<file path="src/iwdt_pkg.sv">
package iwdt_pkg;

  // Counter and prescaler widths
  localparam int CNT_W = 8;
  localparam int PRE_W = 12;
  localparam int MODE_W = 4;
  localparam int SEL_W = 2;

  // Interval mode register fields
  localparam int SEL_MSB = 2;
  localparam int SEL_LSB = 0;
  localparam int CLR_BIT = 3;
  localparam logic [MODE_W-1:0] MODE_RESET = 4'h0;

  // Counter limits
  localparam logic [CNT_W-1:0] CNT_ZERO = 8'h00;
  localparam logic [CNT_W-1:0] CNT_MAX = 8'hFF;

  // Tap index per interval, as a prescaler bit count (period 2**tap clocks)
  localparam logic [SEL_W-1:0] TAP_IDX_LONG = 2'h0;
  localparam logic [SEL_W-1:0] TAP_IDX_MID1 = 2'h1;
  localparam logic [SEL_W-1:0] TAP_IDX_MID2 = 2'h2;
  localparam logic [SEL_W-1:0] TAP_IDX_SHORT = 2'h3;
  localparam int TAP_LONG = 12;
  localparam int TAP_MID1 = 9;
  localparam int TAP_MID2 = 7;
  localparam int TAP_SHORT = 5;

  // Build-time choice of the wait after chip reset
  localparam logic [SEL_W-1:0] RESET_WAIT_SEL_DEF = 2'h0;

  // Sequencing of the stabilisation waits
  typedef enum logic [1:0] {
    ST_RESET_WAIT,
    ST_RUN,
    ST_STOP,
    ST_STOP_WAIT
  } iwdt_state_t;

endpackage

</file>
<file path="src/iwdt_tick_if.sv">
`timescale 1ns/1ps
interface iwdt_tick_if;
  logic [1:0] tapSel;
  logic tick;
  // Timer side selects the tap and consumes the tick
  modport ctrl (output tapSel, input tick);
  // Prescaler side
  modport gen (input tapSel, output tick);
endinterface

</file>
<file path="src/iwdt_prescaler.sv">
`timescale 1ns/1ps
module iwdt_prescaler
  import iwdt_pkg::*;
(
  // Clock and reset
  input wire logic mclk,
  input wire logic rst,
  // Tap select and tick
  iwdt_tick_if.gen tk
);

  logic [PRE_W-1:0] preReg;
  logic tickReg;

  // Mask of prescaler bits below the selected tap
  function automatic logic [PRE_W-1:0] tapMask(input logic [SEL_W-1:0] sel);
    logic [PRE_W-1:0] m;
    m = '0;
    unique case (sel)
      TAP_IDX_LONG: m = PRE_W'((1 << TAP_LONG) - 1);
      TAP_IDX_MID1: m = PRE_W'((1 << TAP_MID1) - 1);
      TAP_IDX_MID2: m = PRE_W'((1 << TAP_MID2) - 1);
      TAP_IDX_SHORT: m = PRE_W'((1 << TAP_SHORT) - 1);
    endcase
    return m;
  endfunction

  // Free-running chain; nothing but reset stops it
  always_ff @(posedge mclk) begin
    if (rst) begin
      preReg <= '0;
    end else begin
      preReg <= preReg + PRE_W'(1);
    end
  end

  // One tick per full period of the selected tap
  always_ff @(posedge mclk) begin
    if (rst) begin
      tickReg <= 1'b0;
    end else begin
      tickReg <= ((preReg & tapMask(tk.tapSel)) == tapMask(tk.tapSel));
    end
  end

  assign tk.tick = tickReg;

  // Tick always follows an all-ones tap pattern
  property p_tick_tap;
    @(posedge mclk) disable iff (rst)
      tk.tick |-> ($past(preReg & tapMask(tk.tapSel)) == $past(tapMask(tk.tapSel)));
  endproperty
  a_tick_tap: assert property (p_tick_tap) else $error("tick without tap match");

  // Shortest tap still never ticks twice in a row
  property p_tick_gap;
    @(posedge mclk) disable iff (rst)
      tk.tick |=> !tk.tick;
  endproperty
  a_tick_gap: assert property (p_tick_gap) else $error("back to back ticks");

endmodule // iwdt_prescaler

</file>
<file path="src/iwdt_interval_watchdog.sv">
`timescale 1ns/1ps
module iwdt_interval_watchdog #(
  parameter logic [1:0] RESET_WAIT_SEL = iwdt_pkg::RESET_WAIT_SEL_DEF
) (
  // Clock and chip reset
  input wire logic mclk,
  input wire logic rst,
  // Mode register write port
  input wire logic modeWrite,
  input wire logic [iwdt_pkg::MODE_W-1:0] modeWrData,
  // Watchdog select and interrupt acknowledge
  input wire logic wdSelectSet,
  input wire logic irqFlagClear,
  // Standby control
  input wire logic stopEnter,
  input wire logic stopRelease,
  // Status read-back
  output logic [iwdt_pkg::MODE_W-1:0] modeValue,
  output logic [iwdt_pkg::CNT_W-1:0] counterValue,
  output logic watchdogSelect,
  output logic irqFlag,
  // Reset and halt to the CPU
  output logic internalReset,
  output logic cpuHalt
);
  import iwdt_pkg::*;

  iwdt_tick_if tk ();

  logic [MODE_W-1:0] modeReg;
  logic [CNT_W-1:0] counterReg;
  logic lockReg;
  logic irqReg;
  logic intResetReg;
  logic haltReg;
  iwdt_state_t stateReg;
  iwdt_state_t stateNext;
  logic localRst;
  logic clearStrobe;
  logic overflow;
  logic startWait;
  logic inRun;

  // Interval field to tap index; each odd code shares the tap of the even code below it
  function automatic logic [SEL_W-1:0] selDecode(input logic [MODE_W-1:0] mode);
    return mode[SEL_MSB:SEL_LSB+1];
  endfunction

  // Watchdog reset re-initialises the timer registers like the chip reset; only chip reset clears the prescaler
  assign localRst = rst || intResetReg;
  assign clearStrobe = modeWrite && modeWrData[CLR_BIT];
  assign overflow = tk.tick && (counterReg == CNT_MAX);
  assign startWait = (stateReg == ST_STOP) && stopRelease;
  assign inRun = (stateReg == ST_RUN);

  // Reset wait ignores the mode register, all else follows it
  assign tk.tapSel = (stateReg == ST_RESET_WAIT) ? RESET_WAIT_SEL : selDecode(modeReg);

  iwdt_prescaler u_prescaler (
    .mclk(mclk),
    .rst(rst),
    .tk(tk)
  );

  // Mode register; clear bit is never stored
  always_ff @(posedge mclk) begin
    if (localRst) begin
      modeReg <= MODE_RESET;
    end else if (modeWrite) begin
      modeReg <= {1'b0, modeWrData[SEL_MSB:SEL_LSB]};
    end
  end

  // Interval counter; no write path exists, only clear and count
  always_ff @(posedge mclk) begin
    if (localRst) begin
      counterReg <= CNT_ZERO;
    end else if (clearStrobe || startWait) begin
      counterReg <= CNT_ZERO;
    end else if (tk.tick) begin
      counterReg <= counterReg + CNT_W'(1);
    end
  end

  // Lock bit: set only, cleared by reset alone
  always_ff @(posedge mclk) begin
    if (localRst) begin
      lockReg <= 1'b0;
    end else if (wdSelectSet) begin
      lockReg <= 1'b1;
    end
  end

  // Interrupt flag; a same-cycle overflow beats either clear
  always_ff @(posedge mclk) begin
    if (localRst) begin
      irqReg <= 1'b0;
    end else if (overflow && !lockReg && inRun) begin
      irqReg <= 1'b1;
    end else if (clearStrobe || irqFlagClear) begin
      irqReg <= 1'b0;
    end
  end

  // One-cycle CPU reset; the wait states mask it
  always_ff @(posedge mclk) begin
    if (rst) begin
      intResetReg <= 1'b0;
    end else begin
      intResetReg <= overflow && lockReg && inRun && !intResetReg;
    end
  end

  // Standby sequencing
  always_comb begin
    stateNext = stateReg;
    unique case (stateReg)
      ST_RESET_WAIT: begin
        if (overflow) begin
          stateNext = ST_RUN;
        end
      end
      ST_RUN: begin
        if (stopEnter) begin
          stateNext = ST_STOP;
        end
      end
      ST_STOP: begin
        if (stopRelease) begin
          stateNext = ST_STOP_WAIT;
        end
      end
      ST_STOP_WAIT: begin
        if (overflow && !startWait) begin
          stateNext = ST_RUN;
        end
      end
    endcase
  end

  always_ff @(posedge mclk) begin
    if (localRst) begin
      stateReg <= ST_RESET_WAIT;
    end else begin
      stateReg <= stateNext;
    end
  end

  // CPU held in stop and through both waits
  always_ff @(posedge mclk) begin
    if (localRst) begin
      haltReg <= 1'b1;
    end else begin
      haltReg <= (stateNext != ST_RUN);
    end
  end

  // Outputs straight from flip-flops
  assign modeValue = modeReg;
  assign counterValue = counterReg;
  assign watchdogSelect = lockReg;
  assign irqFlag = irqReg;
  assign internalReset = intResetReg;
  assign cpuHalt = haltReg;

  // Reset leaves the lock clear
  property p_lock_reset;
    @(posedge mclk) rst |=> !watchdogSelect;
  endproperty
  a_lock_reset: assert property (p_lock_reset) else $error("lock survived reset");

  // Interval-mode overflow raises the flag
  property p_irq_set;
    @(posedge mclk) disable iff (localRst)
      overflow && !lockReg && inRun |=> irqFlag && !internalReset;
  endproperty
  a_irq_set: assert property (p_irq_set) else $error("overflow did not set flag");

  // Each tick advances the counter by one
  property p_count;
    @(posedge mclk) disable iff (localRst)
      tk.tick && !clearStrobe && !startWait |=> counterValue == CNT_W'($past(counterValue) + CNT_W'(1));
  endproperty
  a_count: assert property (p_count) else $error("counter did not advance");

  // Without tick or clear the count holds
  property p_hold;
    @(posedge mclk) disable iff (localRst)
      !tk.tick && !clearStrobe && !startWait |=> $stable(counterValue);
  endproperty
  a_hold: assert property (p_hold) else $error("counter moved unexpectedly");

  // Clear strobe zeroes counter and flag unless an overflow coincides
  property p_clear;
    @(posedge mclk) disable iff (localRst)
      clearStrobe && !overflow |=> counterValue == CNT_ZERO && !irqFlag;
  endproperty
  a_clear: assert property (p_clear) else $error("clear strobe ignored");

  // Mode write loads the field and never stores the clear bit
  property p_mode_write;
    @(posedge mclk) disable iff (localRst)
      modeWrite |=> modeValue == {1'b0, $past(modeWrData[SEL_MSB:SEL_LSB])} && !modeValue[CLR_BIT];
  endproperty
  a_mode_write: assert property (p_mode_write) else $error("mode write mismatch");

  // Watchdog overflow gives a single reset pulse
  property p_wd_reset;
    @(posedge mclk) disable iff (rst)
      overflow && lockReg && inRun && !intResetReg |=> internalReset ##1 !internalReset;
  endproperty
  a_wd_reset: assert property (p_wd_reset) else $error("watchdog reset missing");

  // No reset from overflow during a wait
  property p_wait_mask;
    @(posedge mclk) disable iff (rst)
      overflow && !inRun |=> !internalReset;
  endproperty
  a_wait_mask: assert property (p_wait_mask) else $error("reset during wait");

  // Lock holds until a reset
  property p_lock_hold;
    @(posedge mclk) disable iff (localRst)
      watchdogSelect |=> watchdogSelect;
  endproperty
  a_lock_hold: assert property (p_lock_hold) else $error("lock cleared by software");

  // Halt holds through the stop wait until overflow
  property p_halt_wait;
    @(posedge mclk) disable iff (localRst)
      stateReg == ST_STOP_WAIT && !overflow |=> cpuHalt;
  endproperty
  a_halt_wait: assert property (p_halt_wait) else $error("halt dropped early");

  // Reset returns the longest interval
  property p_mode_reset;
    @(posedge mclk) rst |=> modeValue == MODE_RESET && cpuHalt;
  endproperty
  a_mode_reset: assert property (p_mode_reset) else $error("mode not cleared by reset");

  // Reset wait runs on the build-time tap, whatever the mode register says
  property p_reset_wait_tap;
    @(posedge mclk) disable iff (localRst)
      stateReg == ST_RESET_WAIT |-> tk.tapSel == RESET_WAIT_SEL;
  endproperty
  a_reset_wait_tap: assert property (p_reset_wait_tap) else $error("reset wait on wrong tap");

  // Cleared mode register means the longest interval
  property p_default_tap;
    @(posedge mclk) disable iff (localRst)
      stateReg != ST_RESET_WAIT && modeValue == MODE_RESET |-> tk.tapSel == TAP_IDX_LONG;
  endproperty
  a_default_tap: assert property (p_default_tap) else $error("reset mode not longest interval");

  // Overflow ends the reset wait and frees the CPU
  property p_reset_wait_end;
    @(posedge mclk) disable iff (localRst)
      stateReg == ST_RESET_WAIT && overflow |=> !cpuHalt;
  endproperty
  a_reset_wait_end: assert property (p_reset_wait_end) else $error("reset wait did not end");

  // Overflow ends the stop wait and frees the CPU
  property p_wake;
    @(posedge mclk) disable iff (localRst)
      stateReg == ST_STOP_WAIT && overflow |=> !cpuHalt && inRun;
  endproperty
  a_wake: assert property (p_wake) else $error("stop wait did not end");

  // Stop request in run halts the CPU at once
  property p_stop_enter;
    @(posedge mclk) disable iff (localRst)
      inRun && stopEnter |=> cpuHalt && stateReg == ST_STOP;
  endproperty
  a_stop_enter: assert property (p_stop_enter) else $error("stop not entered");

  // Release starts the wait from a cleared count
  property p_stop_release;
    @(posedge mclk) disable iff (localRst)
      stateReg == ST_STOP && stopRelease |=> stateReg == ST_STOP_WAIT && counterValue == CNT_ZERO && cpuHalt;
  endproperty
  a_stop_release: assert property (p_stop_release) else $error("stop wait not started");

  // Flag is sticky until a clear
  property p_irq_hold;
    @(posedge mclk) disable iff (localRst)
      irqFlag && !clearStrobe && !irqFlagClear |=> irqFlag;
  endproperty
  a_irq_hold: assert property (p_irq_hold) else $error("flag dropped without clear");

  // Overflow outside run never raises the flag
  property p_wait_no_irq;
    @(posedge mclk) disable iff (localRst)
      overflow && !inRun && !irqFlag |=> !irqFlag;
  endproperty
  a_wait_no_irq: assert property (p_wait_no_irq) else $error("flag set during wait");

  // Lock request always lands
  property p_lock_set;
    @(posedge mclk) disable iff (localRst)
      wdSelectSet |=> watchdogSelect;
  endproperty
  a_lock_set: assert property (p_lock_set) else $error("lock not set");

  // Watchdog overflow resets instead of interrupting
  property p_wd_no_irq;
    @(posedge mclk) disable iff (rst)
      overflow && lockReg && inRun && !irqFlag |=> !irqFlag;
  endproperty
  a_wd_no_irq: assert property (p_wd_no_irq) else $error("flag set in watchdog mode");

  // Main scenarios
  c_irq: cover property (@(posedge mclk) disable iff (localRst) overflow && inRun && !lockReg);
  c_wd_reset: cover property (@(posedge mclk) disable iff (rst) internalReset);
  c_stop_wake: cover property (@(posedge mclk) disable iff (localRst) stateReg == ST_STOP_WAIT ##1 !cpuHalt);
  c_kick: cover property (@(posedge mclk) disable iff (localRst) clearStrobe && lockReg);

endmodule // iwdt_interval_watchdog

</file>
<file path="config.mk">
export PLATFORM = sky130hd
export DESIGN_NAME = iwdt_interval_watchdog
export DESIGN_NICKNAME = d
export VERILOG_FILES = /design/src/iwdt_pkg.sv /design/src/iwdt_tick_if.sv /design/src/iwdt_prescaler.sv /design/src/iwdt_interval_watchdog.sv
export SDC_FILE = /design/constraint.sdc
export NUM_CORES = 1
export LEC_CHECK = 0
export BUFFER_PORTS_ARGS = -buffer_cell sky130_fd_sc_hd__buf_2
export CORE_MARGIN = 2
export CORE_UTILIZATION = 52
export CTS_CLUSTER_SIZE = 20
export DETAILED_ROUTE_END_ITERATION = 7
export HOLD_SLACK_MARGIN = 0.05
export PLACE_DENSITY = 0.85
export RECOVER_POWER = 100
export SETUP_SLACK_MARGIN = 0.02
export SLEW_MARGIN = 10
export SYNTH_ARGS = -nofsm -noshare
export SYNTH_HDL_FRONTEND = slang
export SYNTH_HIERARCHICAL = 1
export SYNTH_SLANG_ARGS = --single-unit
export TNS_END_PERCENT = 10
</file>
<file path="constraint.sdc">
create_clock -name mclk -period 2 [get_ports mclk]
set_input_delay 0.3 -clock mclk [delete_from_list [all_inputs] [get_ports mclk]]
set_output_delay 0.3 -clock mclk [all_outputs]
set_load 0.02 [all_outputs]
</file>
# Word-level counts from Yosys, hierarchy flattened
# Index checks and enable logic that the tools add are counted.
# W data, S select, Z words.
[classes]
add_sub_neg = 2
eq_ne = 9
mux = 10
bitwise_logic = 1
n_reduce_logical = 19
[ops]
columns = ["operator", "count"]
rows = [
  ["$pmux W12 S4", 1],
  ["$add A12 B1 Y12 const B", 1],
  ["$and A12 B12 Y12", 1],
  ["$eq A12 B12 Y1", 1],
  ["$mux W12", 1],
  ["$mux W2", 5],
  ["$logic_and A1 B1 Y1", 9],
  ["$add A8 B1 Y8 const B", 1],
  ["$eq A2 B2 Y1 const B", 4],
  ["$eq A8 B8 Y1 const B", 1],
  ["$pmux W2 S4", 1],
  ["$eq A2 B1 Y1 const B", 2],
  ["$logic_not A2 Y1", 2],
  ["$logic_not A1 Y1", 3],
  ["$logic_or A1 B1 Y1", 3],
  ["$mux W1", 2],
  ["$ne A2 B1 Y1 const B", 1],
  ["$reduce_bool A2 Y1", 1],
  ["$reduce_or A2 Y1", 1],
]
[totals]
regBits = 30
wordCells = 50

# Depth between registers and ports, before layout
[depth]
depth_word = 7
mapped_depth = 5
ltp_nobuf = 5

# Cells and area by module
# The synthesis kept the hierarchy.
[modules_own_cells]
columns = ["mod", "instances", "cells_per_inst", "area_each_um2", "seq_area_each_um2"]
rows = [
  ["iwdt_interval_watchdog", 1, 83, 738.2, 340.3],
  ["iwdt_prescaler", 1, 60, 556.8, 260.2],
]

# Worst setup path after synthesis
# Ideal clock, no wire load.
[synth_path]
kind = "flip-flop to flip-flop"
start = "register counterReg[0] (netlist: counterValue[0])"
end = "register irqReg (netlist: irqFlag)"
setup_ns = 0.070
arrival_ns = 1.476
required_time_ns = 1.930
slack_ns = 0.454
stages_incl_launch_ff = 5
n_path_buf = 0
synth_period_minus_slack_ns = 1.546
cell_sequence = "dfxtp_1 -> ha_1 -> nand4_1 -> or4b_1 -> a21oi_1"
[synth_between]
elab_chain_len = 5
word_cells_on_any_way = 6
classes_between = "eq/ne: 1; mux: 1; reduce/logical: 4"
[synth_rtl]
columns = ["item", "line_no", "text"]
rows = [
  ["start, declared", "iwdt_interval_watchdog.sv:31", "logic [CNT_W-1:0] counterReg;"],
  ["start signal, assigned", "iwdt_interval_watchdog.sv:81", "counterReg <= counterReg + CNT_W'(1);"],
  ["$eq A8 B8 Y1 *", "iwdt_interval_watchdog.sv:52", "assign overflow = tk.tick && (counterReg == CNT_MAX);"],
  ["$logic_and A1 B1 Y1 *", "iwdt_interval_watchdog.sv:52", ""],
  ["$logic_and A1 B1 Y1 * (2 in series)", "iwdt_interval_watchdog.sv:98", "end else if (overflow && !lockReg && inRun) begin"],
  ["$mux W1 or $reduce_bool A2 Y1 (tied branches)", "--", ""],
  ["end signal, assigned", "iwdt_interval_watchdog.sv:97", "irqReg <= 1'b0;"],
  ["end signal, assigned", "iwdt_interval_watchdog.sv:99", "irqReg <= 1'b1;"],
  ["end signal, assigned", "iwdt_interval_watchdog.sv:101", "irqReg <= 1'b0;"],
  ["end, declared", "iwdt_interval_watchdog.sv:33", "logic irqReg;"],
]
# Every way passes the cells marked *; elsewhere a longest branch is shown, timed or not.
# A chain may end at the register's enable or synchronous reset.

# Worst setup path in the final report
[layout_path]
start = "register u_prescaler.preReg[0]"
end = "register u_prescaler.preReg[10]"
[layout_between]
elab_chain_len = 1
[layout_rtl]
columns = ["item", "line_no", "text"]
rows = [
  ["start, declared", "iwdt_prescaler.sv:12", "logic [PRE_W-1:0] preReg;"],
  ["start signal, assigned", "iwdt_prescaler.sv:33", "preReg <= preReg + PRE_W'(1);"],
  ["$add A12 B1 Y12", "iwdt_prescaler.sv:33", ""],
]
# No other way between the ends.

==> run metrics <==
Nets around 180; outcome completed; GRT overflow 0; Die Y roughly 54 um; Worst-path clk slew 80 ps; root buffer cell clkbuf_4; register area share after synthesis between 40% and 50%; layout cells sized above 1 between 10% and 20%; Hold WC Path Type in2reg; Placed Instance Area approximately 1400 um2; Final Setup Violations 0; Final Hold Fails 0; Clk Latency, worst-skew pair around 320 ps; Setup TNS 0 ps; Synth Area in Simple Gates approximately 27%; Worst EP arrival between 1500 and 2000 ps; RSZ-0062 raised after global routing no; minimum clock period 1588 ps; Leak 0.5325 nW; FP Rows 18; Worst setup SP type flop; number of distinct library cells after synthesis 35; Post-Syn Nets 156; post-cts resize count 0; Post-Layout Inst Area 1455 um2; CP max-delay cell or4_1; Post-Place Cells around 190; crit end category flop; H-tree depth 2; Final Skew about 4.8 ps; CTS Buf Count 5; starting density of the core between 50% and 60%; count of state elements after synthesis 30; vias around 1,100; Crit Path Class reg2reg; global-route wire length before repair 4533 um; Vias/cell 5.603; post-synthesis xor/xnor area fraction approximately 4.7%; critical path required time between 2000 and 2500 ps; Syn Inst Count ~140; # DRC 0; largest net degree at the start of global routing 17; RePlAce Congestion between 0.8 and 0.9; Synth Area in Compound Gates between 10 and 15%; Die X 53.91 um; Post-CTS Setup Bufs 0; post-synthesis mux area share 3.961%; PortBufs 25; initial antenna violation count 0; Boundary Pins 27; Pwr Total about 1.0 mW; All-Layer GR Usage 22.33%; crit share post-route around four fifths; Pre-antenna DRT Iters 4; Adder-Cell Fraction of Synth Area 1.932%; Avg Inst Size Synth 9.056 um2; die footprint about 2900 um2; synthesized area ~1300 um2; clock sink count 30; vias in the first global route approximately 1,100; Layout Cells excl Fill 199; Detailed Route Iter0 Violations 13; hold buffers post-CTS 0; core area between 2000 and 2500 um2; max-slew violation count 0; TritonCTS clock tree yes; crit path max fanout 7; Max-Cap Viols 0; Area Overhead vs Synth 12.37%; PD cells between 600 and 700 nW/um2; Post-DP HPWL just under 2000 um; critical path's largest stage delay between 500 and 600 ps; n_diodes 0; fmax around 630 MHz; main combinational cell family by area after synthesis simple AND/OR/NAND/NOR gates; Clock Tree Buf Depth 2; wire per inst ~13 um; Worst VDD drop ~0.58 mV; wirelength, routed 2648 um; YS warnings 6; # fillers 227; critical-path cell list ha_1 -> nand4_1 -> or4_1 -> a21oi_1; Final ANT Viol Nets 0
==> worst paths after layout <==
path | start | endpoint | slack (ps) | cells after the start
min reg2reg | u_prescaler/preReg[0]$_SDFF_PP0_ | u_prescaler/preReg[0]$_SDFF_PP0_ | 480 | 1
max reg2reg | u_prescaler/preReg[0]$_SDFF_PP0_ | u_prescaler/preReg[10]$_SDFF_PP0_ | 410 | 4
max | u_prescaler/preReg[0]$_SDFF_PP0_ | u_prescaler/preReg[10]$_SDFF_PP0_ | 410 | 4
min | wdSelectSet | watchdogSelect$_SDFFE_PP0P_ | 180 | 3
==> metrics by stage <==
step,setup WS (ps),utilization [%],hold WS [ps]
3_5_place_dp,457.8,59.50,473.8
2_1_floorplan,454.0,-,371.6
6_report,412.4,60.38,175.9
4_1_cts,449.1,61.63,168.3
3_3_place_gp,558.3,59.50,443.2
5_1_grt,308.6,60.38,182.0
==> final cells by class <==
cell class | instances | area (um2) | share of cell area [%]
clock buffer | 6 | 51.30 | 3.525
timing repair buffer | 25 | 106.4 | 7.309
sequential | 30 | 600.6 | 41.27
multi-input combinational | 104 | 644.4 | 44.28
inverter | 4 | 15.01 | 1.032
tap | 30 | 37.54 | 2.580
==> kinds of logic (layout without fill, tap and decap cells) <==
kind of cell               count (synthesis)  in the layout
AOI/OAI and AO/OA                         28             28
DFF                                       30             30
adders and majority gates                  2              2
xor gates and xnor gates                   7              7
and+or+nand+nor                           61             61
other                                      1              1
buffers and inverters                      9             35
muxes                                      5              5
==> synth_stat cells (all sizes together) <==
cell type / instances / area (um2)
a31oi: 1 / 6.260
ha: 2 / 25.02
a2bb2oi: 1 / 8.760
o31ai: 4 / 30.03
or4b: 1 / 10.01
inv: 4 / 15.01
or2: 1 / 6.260
and3: 1 / 6.260
nand3b: 1 / 7.510
xnor2: 2 / 17.52
nand3: 7 / 40.04
mux2: 1 / 11.26
o311ai: 1 / 8.760
nor3: 3 / 15.01
a21o: 1 / 7.510
or3: 6 / 37.54
nand2: 7 / 26.28
a21oi: 12 / 60.06
a221o: 1 / 10.01
nand4: 6 / 65.06
nor2b: 6 / 37.54
conb: 1 / 3.750
o21ai: 7 / 35.03
clkbuf: 3 / 11.26
buf: 2 / 12.51
nor4: 1 / 6.260
xor2: 5 / 43.79
or4: 3 / 22.52
nor2: 18 / 67.56
mux2i: 4 / 40.04
dfxtp: 30 / 600.6
==> cells in the final DEF, fill, tap and decap left out, drive strengths merged, types with 2 or more instances in the layout <==
| master | instances |
|---|---|
| nand2 | 7 |
| or4 | 3 |
| dfxtp | 30 |
| inv | 4 |
| nor3 | 3 |
| mux2i | 4 |
| clkbuf | 21 |
| or3 | 6 |
| nand3 | 7 |
| xor2 | 5 |
| nand4 | 6 |
| buf | 10 |
| nor2 | 18 |
| a21oi | 12 |
| o31ai | 4 |
| o21ai | 7 |
| nor2b | 6 |
| ha | 2 |
| xnor2 | 2 |
==> worst max-delay path: cells and delay by family, from the launching register on <==
| kind | cells | cell delay, ps |
|---|---|---|
| simple gates | 2 | 770 |
| compound gates | 1 | 150 |
| fa+ha+maj | 1 | 220 |
| flops | 1 | 390 |
==> sequential cells by signal, indices dropped and copies added, names as in the netlist, 2 cells and up <==
signal and count:
modeValue 3, counterValue 8, u_prescaler/preReg 12, stateReg 2
==> power breakdown <==
group | total (mW) | switching [mW] | internal, mW
Sequential | 0.616 | 0.00939 | 0.607
Combinational | 0.0552 | 0.0339 | 0.0214
Clock | 0.344 | 0.186 | 0.158
==> per-layer routing <==
metal	global-route usage, %	wire length [um]
met4	12.39	66
met5	0	0
met2	36.18	1282
met1	24.96	1170
met3	8.611	128
Note: power is estimated with default switching activity, not from simulation.
